### src/pcrcs_pkg.sv
package pcrcs_pkg;

  // bus identity and page geometry
  localparam logic [6:0] SLAVE_ADDR = 7'h18;
  localparam int PAGE_REGS = 128;
  localparam logic [7:0] HOME_PAGE = 8'h00;

  // register offsets, same on every page for the page select
  localparam logic [7:0] OFF_PAGE = 8'h00;
  localparam logic [7:0] OFF_SWRST = 8'h01;
  localparam logic [7:0] OFF_RSVD2 = 8'h02;
  localparam logic [7:0] OFF_THERM = 8'h03;
  localparam logic [7:0] OFF_MUX = 8'h04;
  localparam logic [7:0] OFF_PR = 8'h05;
  localparam logic [7:0] OFF_J = 8'h06;
  localparam logic [7:0] OFF_DMSB = 8'h07;
  localparam logic [7:0] OFF_DLSB = 8'h08;

  // field positions
  localparam int SWRST_BIT = 0;
  localparam int OT_BIT = 1;
  localparam int REFSEL_LSB = 2;
  localparam int CORESEL_LSB = 0;
  localparam int PLLPWR_BIT = 7;
  localparam int PDIV_LSB = 4;
  localparam int RMUL_LSB = 0;

  // reset values
  localparam logic [7:0] RST_PAGE = 8'h00;
  localparam logic RST_SWRST = 1'b0;
  localparam logic RST_THERM_D0 = 1'b0;
  localparam logic [3:0] RST_MUX = 4'h0;
  localparam logic [7:0] RST_PR = 8'h11;
  localparam logic [5:0] RST_J = 6'h04;
  localparam logic [5:0] RST_DMSB = 6'h00;
  localparam logic [7:0] RST_DLSB = 8'h00;
  localparam logic [3:0] RST_PDIV = 4'h1;
  localparam logic [4:0] RST_RMUL = 5'h01;

  // bus engine states
  typedef enum logic [3:0] {
    ST_IDLE,
    ST_ADDR,
    ST_REG,
    ST_WDATA,
    ST_ACK,
    ST_RDATA,
    ST_RACK,
    ST_RLOAD
  } pcrcs_state_t;

endpackage

### src/pcrcs_sync.sv
`timescale 1ns/1ns
module pcrcs_sync
  import pcrcs_pkg::*;
#(
  parameter int W = 3
) (
  input wire logic clk, // core clock
  input wire logic rst, // synchronous reset
  input wire logic [W-1:0] pinRaw, // asynchronous pin levels
  output logic [W-1:0] pinSettled, // second stage, safe to use
  output logic [W-1:0] pinOlder // one cycle older, for edges
);

  logic [W-1:0] meta_q, meta_d;
  logic [W-1:0] sync_q, sync_d;
  logic [W-1:0] prev_q, prev_d;

  // first stage feeds only the second; edges use stages two and three
  always_comb begin
    meta_d = pinRaw;
    sync_d = meta_q;
    prev_d = sync_q;
  end

  // idle bus level is high, so reset to ones to avoid false edges
  always_ff @(posedge clk) begin
    if (rst) begin
      meta_q <= '1;
      sync_q <= '1;
      prev_q <= '1;
    end else begin
      meta_q <= meta_d;
      sync_q <= sync_d;
      prev_q <= prev_d;
    end
  end

  assign pinSettled = sync_q;
  assign pinOlder = prev_q;

endmodule

### src/pcrcs_pll_decode.sv
`timescale 1ns/1ns
module pcrcs_pll_decode
  import pcrcs_pkg::*;
(
  input wire logic [7:0] prByte, // pll p/r register contents
  output logic [3:0] preDiv, // effective pre-divider 1..8
  output logic [4:0] multR // effective r multiplier 1..16
);

  logic [2:0] pCode;
  logic [3:0] rCode;

  // code zero means the largest value, so widen by one bit
  always_comb begin
    pCode = prByte[PDIV_LSB +: 3];
    rCode = prByte[RMUL_LSB +: 4];
    preDiv = (pCode == 3'h0) ? 4'h8 : {1'b0, pCode};
    multR = (rCode == 4'h0) ? 5'h10 : {1'b0, rCode};
  end

endmodule

### src/pcrcs_regs.sv
// Overview of operation
// - control space is pages of 8-bit registers, at most 128 per page
// - after any reset page 0 is the active page
// - page changes only by writing register 0, present on every page, or by a reset
// - page select holds full 8-bit page number, resets to zero
// - writable registers read back; status registers ignore writes
// - writing one to reset bit resets control registers then self-clears
// - overtemp bit read-only, low means overheating, resets to one
// - bits 3:2 of clock mux pick the pll reference source
// - bits 1:0 of clock mux pick the core clock source
// - pll p/r bit 7 powers the pll, resets to zero
// - pre-divider divides by code, code zero divides by eight
// - r multiplier multiplies by code, code zero means sixteen
// - j multiplier 1..63 resets to 4; host avoids code zero
// - fraction msb takes effect only when lsb write follows it
// - all register access goes over the two-wire control bus
// - fraction lsb register at 0x08 holds fraction bits 7:0
// - writes without stop auto-increment the register address
// - device is a slave only, answering address 0011 000
`timescale 1ns/1ns
module pcrcs_regs
  import pcrcs_pkg::*;
(
  input wire logic clk, // core clock, 250 MHz
  input wire logic rst, // synchronous reset, active high
  input wire logic scl, // bus clock pin
  input wire logic sdaIn, // bus data pin level
  output logic sdaOut, // bus data drive value, always low
  output logic sdaOe, // high while pulling data low
  input wire logic overtempN, // amplifier overtemp pin, low is hot
  output logic [1:0] pllRefSelect, // pll reference source
  output logic [1:0] coreClockSelect, // core clock source
  output logic pllPowerUp, // pll power enable
  output logic [3:0] pllPreDiv, // decoded pre-divider
  output logic [4:0] pllMultR, // decoded r multiplier
  output logic [5:0] pllMultJ, // j multiplier
  output logic [13:0] pllFraction // applied fractional multiplier
);

  // synchronised pins
  logic [2:0] pinSync, pinPrev;
  logic sclS, sdaS, otS, sclP, sdaP;
  logic sclRise, sclFall, startCond, stopCond;

  pcrcs_sync #(.W(3)) u_pcrcs_sync (
    .clk(clk),
    .rst(rst),
    .pinRaw({overtempN, sdaIn, scl}),
    .pinSettled(pinSync),
    .pinOlder(pinPrev)
  );

  // bus conditions from the settled copies
  assign sclS = pinSync[0];
  assign sdaS = pinSync[1];
  assign otS = pinSync[2];
  assign sclP = pinPrev[0];
  assign sdaP = pinPrev[1];
  assign sclRise = sclS & ~sclP;
  assign sclFall = ~sclS & sclP;
  assign startCond = sclS & sclP & sdaP & ~sdaS;
  assign stopCond = sclS & sclP & ~sdaP & sdaS;

  // engine state
  pcrcs_state_t st_q, st_d, ackNext_q, ackNext_d;
  logic [2:0] bit_q, bit_d;
  logic [7:0] shift_q, shift_d;
  logic [7:0] ptr_q, ptr_d;
  logic ackOn_q, ackOn_d;
  logic oe_q, oe_d;
  logic sdaOut_q;
  logic [7:0] rxByte;
  logic wrEn;
  logic [7:0] rdData;

  // register bank state
  logic [7:0] page_q, page_d;
  logic swRst_q, swRst_d;
  logic thD0_q, thD0_d;
  logic [3:0] mux_q, mux_d;
  logic [7:0] pr_q, pr_d;
  logic [5:0] j_q, j_d;
  logic [5:0] dmsb_q, dmsb_d;
  logic [5:0] fracHi_q, fracHi_d;
  logic [7:0] dlsb_q, dlsb_d;
  logic msbPend_q, msbPend_d;
  logic [3:0] pDiv_q, pDiv_d;
  logic [4:0] rMul_q, rMul_d;
  logic [3:0] decP;
  logic [4:0] decR;
  logic inPage;

  pcrcs_pll_decode u_pcrcs_pll_decode (
    .prByte(pr_q),
    .preDiv(decP),
    .multR(decR)
  );

  // offsets at 128 and above are outside any page
  assign inPage = (ptr_q < 8'(PAGE_REGS));

  // read mux; page select answers on every page, others on page 0 only
  always_comb begin
    rdData = 8'h00;
    if (!inPage) begin
      rdData = 8'h00;
    end else if (ptr_q == OFF_PAGE) begin
      rdData = page_q;
    end else if (page_q == HOME_PAGE) begin
      case (ptr_q)
        OFF_SWRST: rdData = {7'h00, swRst_q};
        OFF_THERM: rdData = {6'h00, otS, thD0_q};
        OFF_MUX: rdData = {4'h0, mux_q};
        OFF_PR: rdData = pr_q;
        OFF_J: rdData = {2'h0, j_q};
        OFF_DMSB: rdData = {2'h0, dmsb_q};
        OFF_DLSB: rdData = dlsb_q;
        default: rdData = 8'h00;
      endcase
    end
  end

  // bus engine next state; start and stop win over any bit activity
  always_comb begin
    st_d = st_q;
    ackNext_d = ackNext_q;
    bit_d = bit_q;
    shift_d = shift_q;
    ptr_d = ptr_q;
    ackOn_d = ackOn_q;
    oe_d = oe_q;
    wrEn = 1'b0;
    rxByte = {shift_q[6:0], sdaS};
    if (startCond) begin
      st_d = ST_ADDR;
      bit_d = 3'h0;
      oe_d = 1'b0;
      ackOn_d = 1'b0;
    end else if (stopCond) begin
      st_d = ST_IDLE;
      oe_d = 1'b0;
      ackOn_d = 1'b0;
    end else begin
      case (st_q)
        ST_ADDR, ST_REG, ST_WDATA: begin
          if (sclRise) begin
            shift_d = rxByte;
            bit_d = bit_q + 3'h1;
            if (bit_q == 3'h7) begin
              st_d = ST_ACK;
              ackOn_d = 1'b0;
              if (st_q == ST_ADDR) begin
                if (rxByte[7:1] != SLAVE_ADDR) begin
                  st_d = ST_IDLE;
                end
                ackNext_d = rxByte[0] ? ST_RDATA : ST_REG;
              end else if (st_q == ST_REG) begin
                ptr_d = rxByte;
                ackNext_d = ST_WDATA;
              end else begin
                wrEn = 1'b1;
                ptr_d = ptr_q + 8'h01;
                ackNext_d = ST_WDATA;
              end
            end
          end
        end
        ST_ACK: begin
          // pull low for one bus clock, then hand the line back, or drive the first bit on a read
          if (sclFall) begin
            if (!ackOn_q) begin
              oe_d = 1'b1;
              ackOn_d = 1'b1;
            end else begin
              ackOn_d = 1'b0;
              oe_d = 1'b0;
              bit_d = 3'h0;
              st_d = ackNext_q;
              if (ackNext_q == ST_RDATA) begin
                shift_d = rdData;
                oe_d = ~rdData[7];
              end
            end
          end
        end
        ST_RDATA: begin
          if (sclRise) begin
            bit_d = bit_q + 3'h1;
            if (bit_q == 3'h7) begin
              st_d = ST_RACK;
            end
          end else if (sclFall) begin
            shift_d = {shift_q[6:0], 1'b0};
            oe_d = ~shift_q[6];
          end
        end
        ST_RACK: begin
          // master answers; an ack asks for the next register
          if (sclFall) begin
            oe_d = 1'b0;
          end else if (sclRise) begin
            if (!sdaS) begin
              ptr_d = ptr_q + 8'h01;
              st_d = ST_RLOAD;
            end else begin
              st_d = ST_IDLE;
            end
          end
        end
        ST_RLOAD: begin
          if (sclFall) begin
            shift_d = rdData;
            oe_d = ~rdData[7];
            bit_d = 3'h0;
            st_d = ST_RDATA;
          end
        end
        default: begin
          st_d = ST_IDLE;
        end
      endcase
    end
  end

  // engine registers; a software reset leaves a live transfer alone
  always_ff @(posedge clk) begin
    if (rst) begin
      st_q <= ST_IDLE;
      ackNext_q <= ST_IDLE;
      bit_q <= 3'h0;
      shift_q <= 8'h00;
      ptr_q <= 8'h00;
      ackOn_q <= 1'b0;
      oe_q <= 1'b0;
      sdaOut_q <= 1'b0;
    end else begin
      st_q <= st_d;
      ackNext_q <= ackNext_d;
      bit_q <= bit_d;
      shift_q <= shift_d;
      ptr_q <= ptr_d;
      ackOn_q <= ackOn_d;
      oe_q <= oe_d;
      sdaOut_q <= 1'b0; // open drain: only ever pulls low
    end
  end

  // register bank next values; only bus writes reach it
  always_comb begin
    page_d = page_q;
    swRst_d = swRst_q;
    thD0_d = thD0_q;
    mux_d = mux_q;
    pr_d = pr_q;
    j_d = j_q;
    dmsb_d = dmsb_q;
    fracHi_d = fracHi_q;
    dlsb_d = dlsb_q;
    msbPend_d = msbPend_q;
    pDiv_d = decP;
    rMul_d = decR;
    if (swRst_q) begin
      page_d = RST_PAGE;
      swRst_d = RST_SWRST;
      thD0_d = RST_THERM_D0;
      mux_d = RST_MUX;
      pr_d = RST_PR;
      j_d = RST_J;
      dmsb_d = RST_DMSB;
      fracHi_d = RST_DMSB;
      dlsb_d = RST_DLSB;
      msbPend_d = 1'b0;
      pDiv_d = RST_PDIV;
      rMul_d = RST_RMUL;
    end else if (wrEn && inPage) begin
      msbPend_d = 1'b0; // any other in-page write breaks the pair
      if (ptr_q == OFF_PAGE) begin
        page_d = rxByte;
      end else if (page_q == HOME_PAGE) begin
        case (ptr_q)
          OFF_SWRST: swRst_d = rxByte[SWRST_BIT];
          OFF_THERM: thD0_d = rxByte[0];
          OFF_MUX: mux_d = rxByte[3:0];
          OFF_PR: pr_d = rxByte;
          OFF_J: j_d = rxByte[5:0];
          OFF_DMSB: begin
            dmsb_d = rxByte[5:0];
            msbPend_d = 1'b1;
          end
          OFF_DLSB: begin
            dlsb_d = rxByte;
            if (msbPend_q) begin
              fracHi_d = dmsb_q;
            end
          end
          default: msbPend_d = 1'b0;
        endcase
      end
    end
  end

  // bank registers
  always_ff @(posedge clk) begin
    if (rst) begin
      page_q <= RST_PAGE;
      swRst_q <= RST_SWRST;
      thD0_q <= RST_THERM_D0;
      mux_q <= RST_MUX;
      pr_q <= RST_PR;
      j_q <= RST_J;
      dmsb_q <= RST_DMSB;
      fracHi_q <= RST_DMSB;
      dlsb_q <= RST_DLSB;
      msbPend_q <= 1'b0;
      pDiv_q <= RST_PDIV;
      rMul_q <= RST_RMUL;
    end else begin
      page_q <= page_d;
      swRst_q <= swRst_d;
      thD0_q <= thD0_d;
      mux_q <= mux_d;
      pr_q <= pr_d;
      j_q <= j_d;
      dmsb_q <= dmsb_d;
      fracHi_q <= fracHi_d;
      dlsb_q <= dlsb_d;
      msbPend_q <= msbPend_d;
      pDiv_q <= pDiv_d;
      rMul_q <= rMul_d;
    end
  end

  // outputs straight from flops; decoded values lag the field by a cycle
  assign sdaOut = sdaOut_q;
  assign sdaOe = oe_q;
  assign pllRefSelect = mux_q[REFSEL_LSB +: 2];
  assign coreClockSelect = mux_q[CORESEL_LSB +: 2];
  assign pllPowerUp = pr_q[PLLPWR_BIT];
  assign pllPreDiv = pDiv_q;
  assign pllMultR = rMul_q;
  assign pllMultJ = j_q;
  assign pllFraction = {fracHi_q, dlsb_q};

endmodule

### config.mk
export PLATFORM = sky130hd
export DESIGN_NAME = pcrcs_regs
export DESIGN_NICKNAME = d
export VERILOG_FILES = /design/src/pcrcs_pkg.sv /design/src/pcrcs_sync.sv /design/src/pcrcs_pll_decode.sv /design/src/pcrcs_regs.sv
export SDC_FILE = /design/constraint.sdc
export NUM_CORES = 1
export LEC_CHECK = 0
export ABC_CLOCK_PERIOD_IN_PS = 2550
export BUFFER_PORTS_ARGS = -buffer_cell sky130_fd_sc_hd__buf_2
export CORE_MARGIN = 2
export CORE_UTILIZATION = 50
export DETAILED_ROUTE_END_ITERATION = 12
export PLACE_DENSITY = 0.65
export SETUP_SLACK_MARGIN = 0.05
export SKIP_LAST_GASP = 1
export SYNTH_ARGS = -nofsm -noshare
export SYNTH_HDL_FRONTEND = slang
export SYNTH_SLANG_ARGS = --single-unit
export TNS_END_PERCENT = 5
### constraint.sdc
create_clock -name clk -period 2.55 [get_ports clk]
set_input_delay 0.255 -clock clk [delete_from_list [all_inputs] [get_ports clk]]
set_output_delay 0.255 -clock clk [all_outputs]
set_load 0.01 [all_outputs]
# ---- Word level (Yosys, flattened, before mapping)
# Cells that the tools add are included.
dict set report word_totals {
  register_bits 94
  latch_bits 0
  ram_bits 0
  romBits 0
  in_bits 5
  output_inout_bits 36
  wordCells 190
  memories 0
}
dict set report op_classes {
  n_addsub 2
  mul 0
  div_mod_pow 0
  order_cmp 1
  eq_ne 42
  n_shift 0
  n_mux 67
  n_bitwise 19
  reduce_logical 34
}
# op count
set op_table {}
lappend op_table {{$mux 8} 10}
lappend op_table {{$pmux 8 s7} 1}
lappend op_table {{$mux 7} 7}
lappend op_table {{$mux 4} 10}
lappend op_table {{$ne 4x4->1 const B} 9}
lappend op_table {{$eq 8x3->1 const B} 4}
lappend op_table {{$ne 2x2->1 const B} 15}
lappend op_table {{$pmux 7 s4} 1}
lappend op_table {{$reduce_and 4->1} 7}
lappend op_table {{$mux 3} 9}
lappend op_table {{$reduce_and 9->1} 3}
lappend op_table {{$mux 1} 23}
lappend op_table {{$eq 4x3->1 const B} 5}
lappend op_table {{$pmux 4 s5} 1}
lappend op_table {{$logic_not 8->1} 2}
lappend op_table {{$pmux 8 s2} 1}
lappend op_table {{$not 1->1} 12}
lappend op_table {{$reduce_and 6->1} 2}
lappend op_table {{$reduce_or 3->1} 4}
lappend op_table {{$reduce_and 10->1} 1}
lappend op_table {{$reduce_and 5->1} 2}
lappend op_table {{$pmux 3 s3} 1}
lappend op_table {{$add 8x1->8 const B} 1}
lappend op_table {{$eq 4x2->1 const B} 2}
lappend op_table {{other kinds (23)} 32}

# ---- Longest topological paths before layout
dict set report logic_depth {
  word_depth 11
  mapped_depth 8
  mapped_depth_nobuf 7
}

# ---- By module
# A second synthesis with hierarchy kept.
dict set report hier_totals {
  hier_cells 514
  hier_area_um2 4493.1
}
# module instances cells_each area_per_inst_um2 seq_area_each_um2
set modules_own_cells {}
lappend modules_own_cells {pcrcs_regs 1 487 4212.8 1681.6}
lappend modules_own_cells {pcrcs_sync 1 18 236.5 180.2}
lappend modules_own_cells {pcrcs_pll_decode 1 9 43.8 0.0}

# ---- Least setup slack after synthesis
# No wires, ideal clock.
dict set report synth_timing {
  kind {reg-to-reg}
  startpoint {register ptr_q[4]}
  endpoint {register shift_q[4]}
  setup_time_ns 0.088
  t_arrival_ns 2.074
  required_time_ns 2.462
  slack_ns 0.388
  path_stages_with_launch 7
  n_path_buf 1
  synth_period_minus_slack_ns 2.162
  path_cell_list {dfxtp_1 buf_6 or4_4 or3_4 nor4_4 nand2_1 a311oi_2}
}
dict set report synth_via {
  elab_chain_len 9
  elab_cells_between_ends 18
  classes_between {1 x order compare; 7 x eq/ne; 9 x mux; 1 x reduce/logical}
}
# item line_no
set synth_rtl {}
lappend synth_rtl {{start: declaration} pcrcs_regs.sv:68} ;# logic [7:0] ptr_q, ptr_d;
lappend synth_rtl {{start signal: assignment} pcrcs_regs.sv:241} ;# ptr_q <= ptr_d;
lappend synth_rtl {{$eq 8x4->1 (tied with other cells)} pcrcs_regs.sv:110} ;# case (ptr_q)
lappend synth_rtl {{$pmux 8 s7} pcrcs_regs.sv:110}
lappend synth_rtl {{$mux 8} pcrcs_regs.sv:109} ;# end else if (page_q == HOME_PAGE) begin
lappend synth_rtl {{$mux 8} pcrcs_regs.sv:107} ;# end else if (ptr_q == OFF_PAGE) begin
lappend synth_rtl {{$mux 8 (*)} pcrcs_regs.sv:105} ;# if (!inPage) begin
lappend synth_rtl {{$mux 7} pcrcs_regs.sv:179} ;# if (ackNext_q == ST_RDATA) begin
lappend synth_rtl {{$mux 7} pcrcs_regs.sv:171} ;# if (!ackOn_q) begin
lappend synth_rtl {{$mux 7} pcrcs_regs.sv:170} ;# if (sclFall) begin
lappend synth_rtl {{$pmux 7 s4 (*)} pcrcs_regs.sv:144} ;# case (st_q)
lappend synth_rtl {{end signal: assignment} pcrcs_regs.sv:240} ;# shift_q <= shift_d;
lappend synth_rtl {{end: declaration} pcrcs_regs.sv:67} ;# logic [7:0] shift_q, shift_d;
# Mark *: on every way between the ends. The rest lies on a longest branch, timed or not. The select of a mux whose other input is x is not followed.
# A chain may end at the register's enable or synchronous reset.

# ---- Worst setup path in the final report
dict set report layout_timing {
  startpoint {register ptr_q[7]}
  endpoint {register shift_q[0]}
}
# Same word-level chain as after synthesis.

==> results.py <==
metrics = {
    "timing": {
        "whs_ps": 57.17,
        "report.final.slew_viol_count": 0,
        "finalWorstPathRequiredPeriod_ps": 2350,
        "rsz0062_at_grt": "false",
        "finalWorstSetupSlack_ps": 200.5,
        "clock_skew_ps": 13.18,
        "relSlewSlack_pct": 60.14,
        "worst_slew_pin_slew_ps": 597.1,
        "finalHoldViolCount": 0,
        "final.setup.tns_ps": 0,
        "timing.final.crit_share_pct": 92.14,
        "max_freq_mhz": 425.6,
        "setup_viol_count_final": 0,
    },
    "worst_setup_path": {
        "setup.worst_path.end_class": "flip-flop",
        "timing.critical_path.fanout_max": 7,
        "worst_path_max_delay_cell": "or4_4",
        "start_kind": "flip-flop",
        "cp_top_family": "simple AND/OR/NAND/NOR gates",
        "total_buffers_and_inverters_traversed_by_the_critical_path": 0,
        "required_ps": 2830,
        "cp_slowest_stage_delay_ps": 610,
        "crit_type": "reg -> reg",
        "critical_path_arrival_ps": 2630,
        "timing.critical_path.cells": "or4_4 > or3_4 > nor4_4 > nand2_1 > a311oi_2",
    },
    "clocking": {
        "cts_hold_repair.buffers": 0,
        "ctsResizeCount": 0,
        "cts_inserted_buffers": 9,
        "htree_levels": 3,
        "clock_tree_from_tritoncts": "built",
        "clk_pin_slew_ps": 100,
        "post-cts-setup-buffers": 0,
        "cts.sink_count": 92,
        "clk_path_buf_depth": 2,
        "worstSkewPairLatency_ps": 380,
        "clk_tree_root_cell": "clkbuf_8",
    },
    "detailed_routing": {
        "avgRoutedWirePerCell_um": 17.81,
        "route.vias.total": 3878,
        "initialDrtViolationCount": 414,
        "drtPass1Iterations": 7,
        "routed_wirelength_mm": 11.47,
        "detail_route.vias_per_cell": 6.022,
        "antenna_violating_nets_post_route": 0,
        "route.detailed.drc": 0,
    },
    "yosys": {
        "ys_types": 61,
        "synthCells": 497,
        "synth_async_sr_flop_share_pct": 0,
        "synth-seq-area-share_pct": 42.00,
        "synthesis.area_um2": 4385,
        "post-synth-top-area-fraction_pct": 42.00,
        "synth.avg_cell_area_um2": 8.824,
        "synth_nets": 508,
        "yosys-top-cells-area": "dfxtp_1, mux2i_1, nor2_1",
        "yosys_warnings": 0,
        "synth_enable_flop_cells": 0,
        "yosysTopAreaCell": "dfxtp_1",
        "postSynth.topFlopCell": "dfxtp_1",
        "synth.ff_latch_count": 92,
    },
    "layout": {
        "final_layout_size_suffix_gt1_share_pct": 19.59,
        "multi_input_area_um2": 2354,
        "layout.area.seq_um2": 1842,
        "layout.core_utilization_pct": 57.57,
        "design_area_um2": 4947,
        "fillCellCount": 802,
        "mostFrequentLayoutCells": "dfxtp_1, nor2_1, mux2i_1, nand2_1, buf_2",
        "stdcell_count": 644,
        "area_growth_pct": 12.81,
        "antenna-diode-count": 0,
        "layout_commonest_cell": "dfxtp_1",
        "num-nets-final": 542,
    },
    "min_path": {
        "hold_class": "in -> reg",
    },
    "floorplanning": {
        "placement_rows": 34,
        "pin_count": 41,
        "floorplan.core_area_um2": 8593,
        "die_x_um": 97.66,
        "die-area_um2": 9537,
        "initial_cell_density_of_the_core_pct": 51.03,
        "die_h_um": 97.66,
    },
    "pwr": {
        "power.static_leakage_nw": 2.139,
        "ir_drop_uv": 363.4,
        "power-per-cell-area_nw_per_um2": 528.0,
        "power_mw": 2.612,
    },
    "placement": {
        "gp_congestion": 0.8928,
        "placed_inst_area_um2": 4730,
        "hpwlAfterDp_mm": 7.938,
        "numPlacedInstances": 628,
        "portBuffers": 39,
        "placement.setup.worst_slack_ps": 223.4,
    },
    "global_routing": {
        "number_of_global_route_vias_before_repair": 3607,
        "grt_util_all_layers_pct": 24.38,
        "grt_overflow_total": 0,
        "maximum_number_of_pins_on_one_net_before_global_route_repair": 33,
        "grt_antenna_before_repair": 0,
        "wire_length_of_the_first_global_routing_pass_mm": 18.64,
    },
    "run_status": {
        "status": "finished, final reports clean",
    },
    "run": {
        "maxCapViolCount": 0,
    },
}
[cells by family (layout without fill, tap and decap cells)]
logic type / Yosys count / after routing / synth area share, %
xor gates and xnor gates: 1 / 1 / 0.1998
DFF: 92 / 92 / 42.00
muxes: 48 / 48 / 10.98
AOI/OAI and AO/OA: 101 / 101 / 16.69
and+or+nand+nor: 202 / 202 / 23.99
buffers and inverters: 46 / 85 / 4.337
other: 1 / 1 / 0.08551
adders and majority gates: 6 / 6 / 1.712
[cells in the mapped netlist (2+ instances only)]
cell	number
a22o_1	4
or2_2	12
clkbuf_1	28
buf_1	2
a31oi_1	2
o32ai_1	2
and3_1	3
and4b_1	2
nand3_1	12
a22oi_1	10
a32oi_1	6
nand3b_1	3
a21oi_1	24
or3_1	4
o22ai_1	7
nand2b_1	7
a221oi_1	3
o211ai_1	2
and3b_1	3
nor2_1	70
buf_2	5
dfxtp_1	92
a222oi_1	2
nor3_1	9
ha_1	6
nor4_1	6
a311oi_2	6
nand2_1	40
nor2b_1	8
nand4_1	3
a211oi_1	5
o21ai_0	17
a311oi_1	2
or4_1	2
mux2i_1	47
or3b_2	2
o31a_1	2
inv_1	9
and2_1	6
[cell type report]
cell class | count | area share (%)
multi-input combinational | 359 | 47.57
sequential | 92 | 37.23
timing repair buffer | 60 | 7.385
tap | 108 | 2.731
clock buffer | 9 | 2.504
clock inverter | 7 | 1.897
inverter | 9 | 0.6829
[where the power goes]
group / switching, mW / internal [mW] / leakage, nW
registers: 0.00953 / 1.44 / 0.743
clock network: 0.605 / 0.481 / 0.107
logic: 0.0489 / 0.0250 / 1.29
[flip-flops by register name, indices dropped and copies added (netlist names), 2 cells and up]
name and cells:
ptr_q 8, fracHi_q 6, dlsb_q 8, st_q 3, pr_q 8, pllPreDiv 4, page_q 8, ackNext_q 3
u_pcrcs_sync.pinOlder 2, u_pcrcs_sync.meta_q 3, pllMultR 5, mux_q 4, shift_q 7, dmsb_q 6, u_pcrcs_sync.pinSettled 3, bit_q 3
pllMultJ 6
[final timing paths]
check	start	slack [ps]	cells after the start	endpoint
worst min register to register	u_pcrcs_sync.meta_q[0]	420	1	u_pcrcs_sync.pinSettled[0]
worst max-delay path	ptr_q[7]	200	5	shift_q[0]
worst max register to register	ptr_q[7]	200	5	shift_q[0]
worst min-delay path	scl	60	2	u_pcrcs_sync.meta_q[0]
[layer usage]
metal	vias to the layer above	track usage [%]	share of wire, %
met5	-	0	0
li1	1858	-	-
met3	21	4.892	6.5
met4	0	7.906	1.8
met2	145	36.55	46
met1	1854	35.20	46
Power figures use the tool's default switching activity.
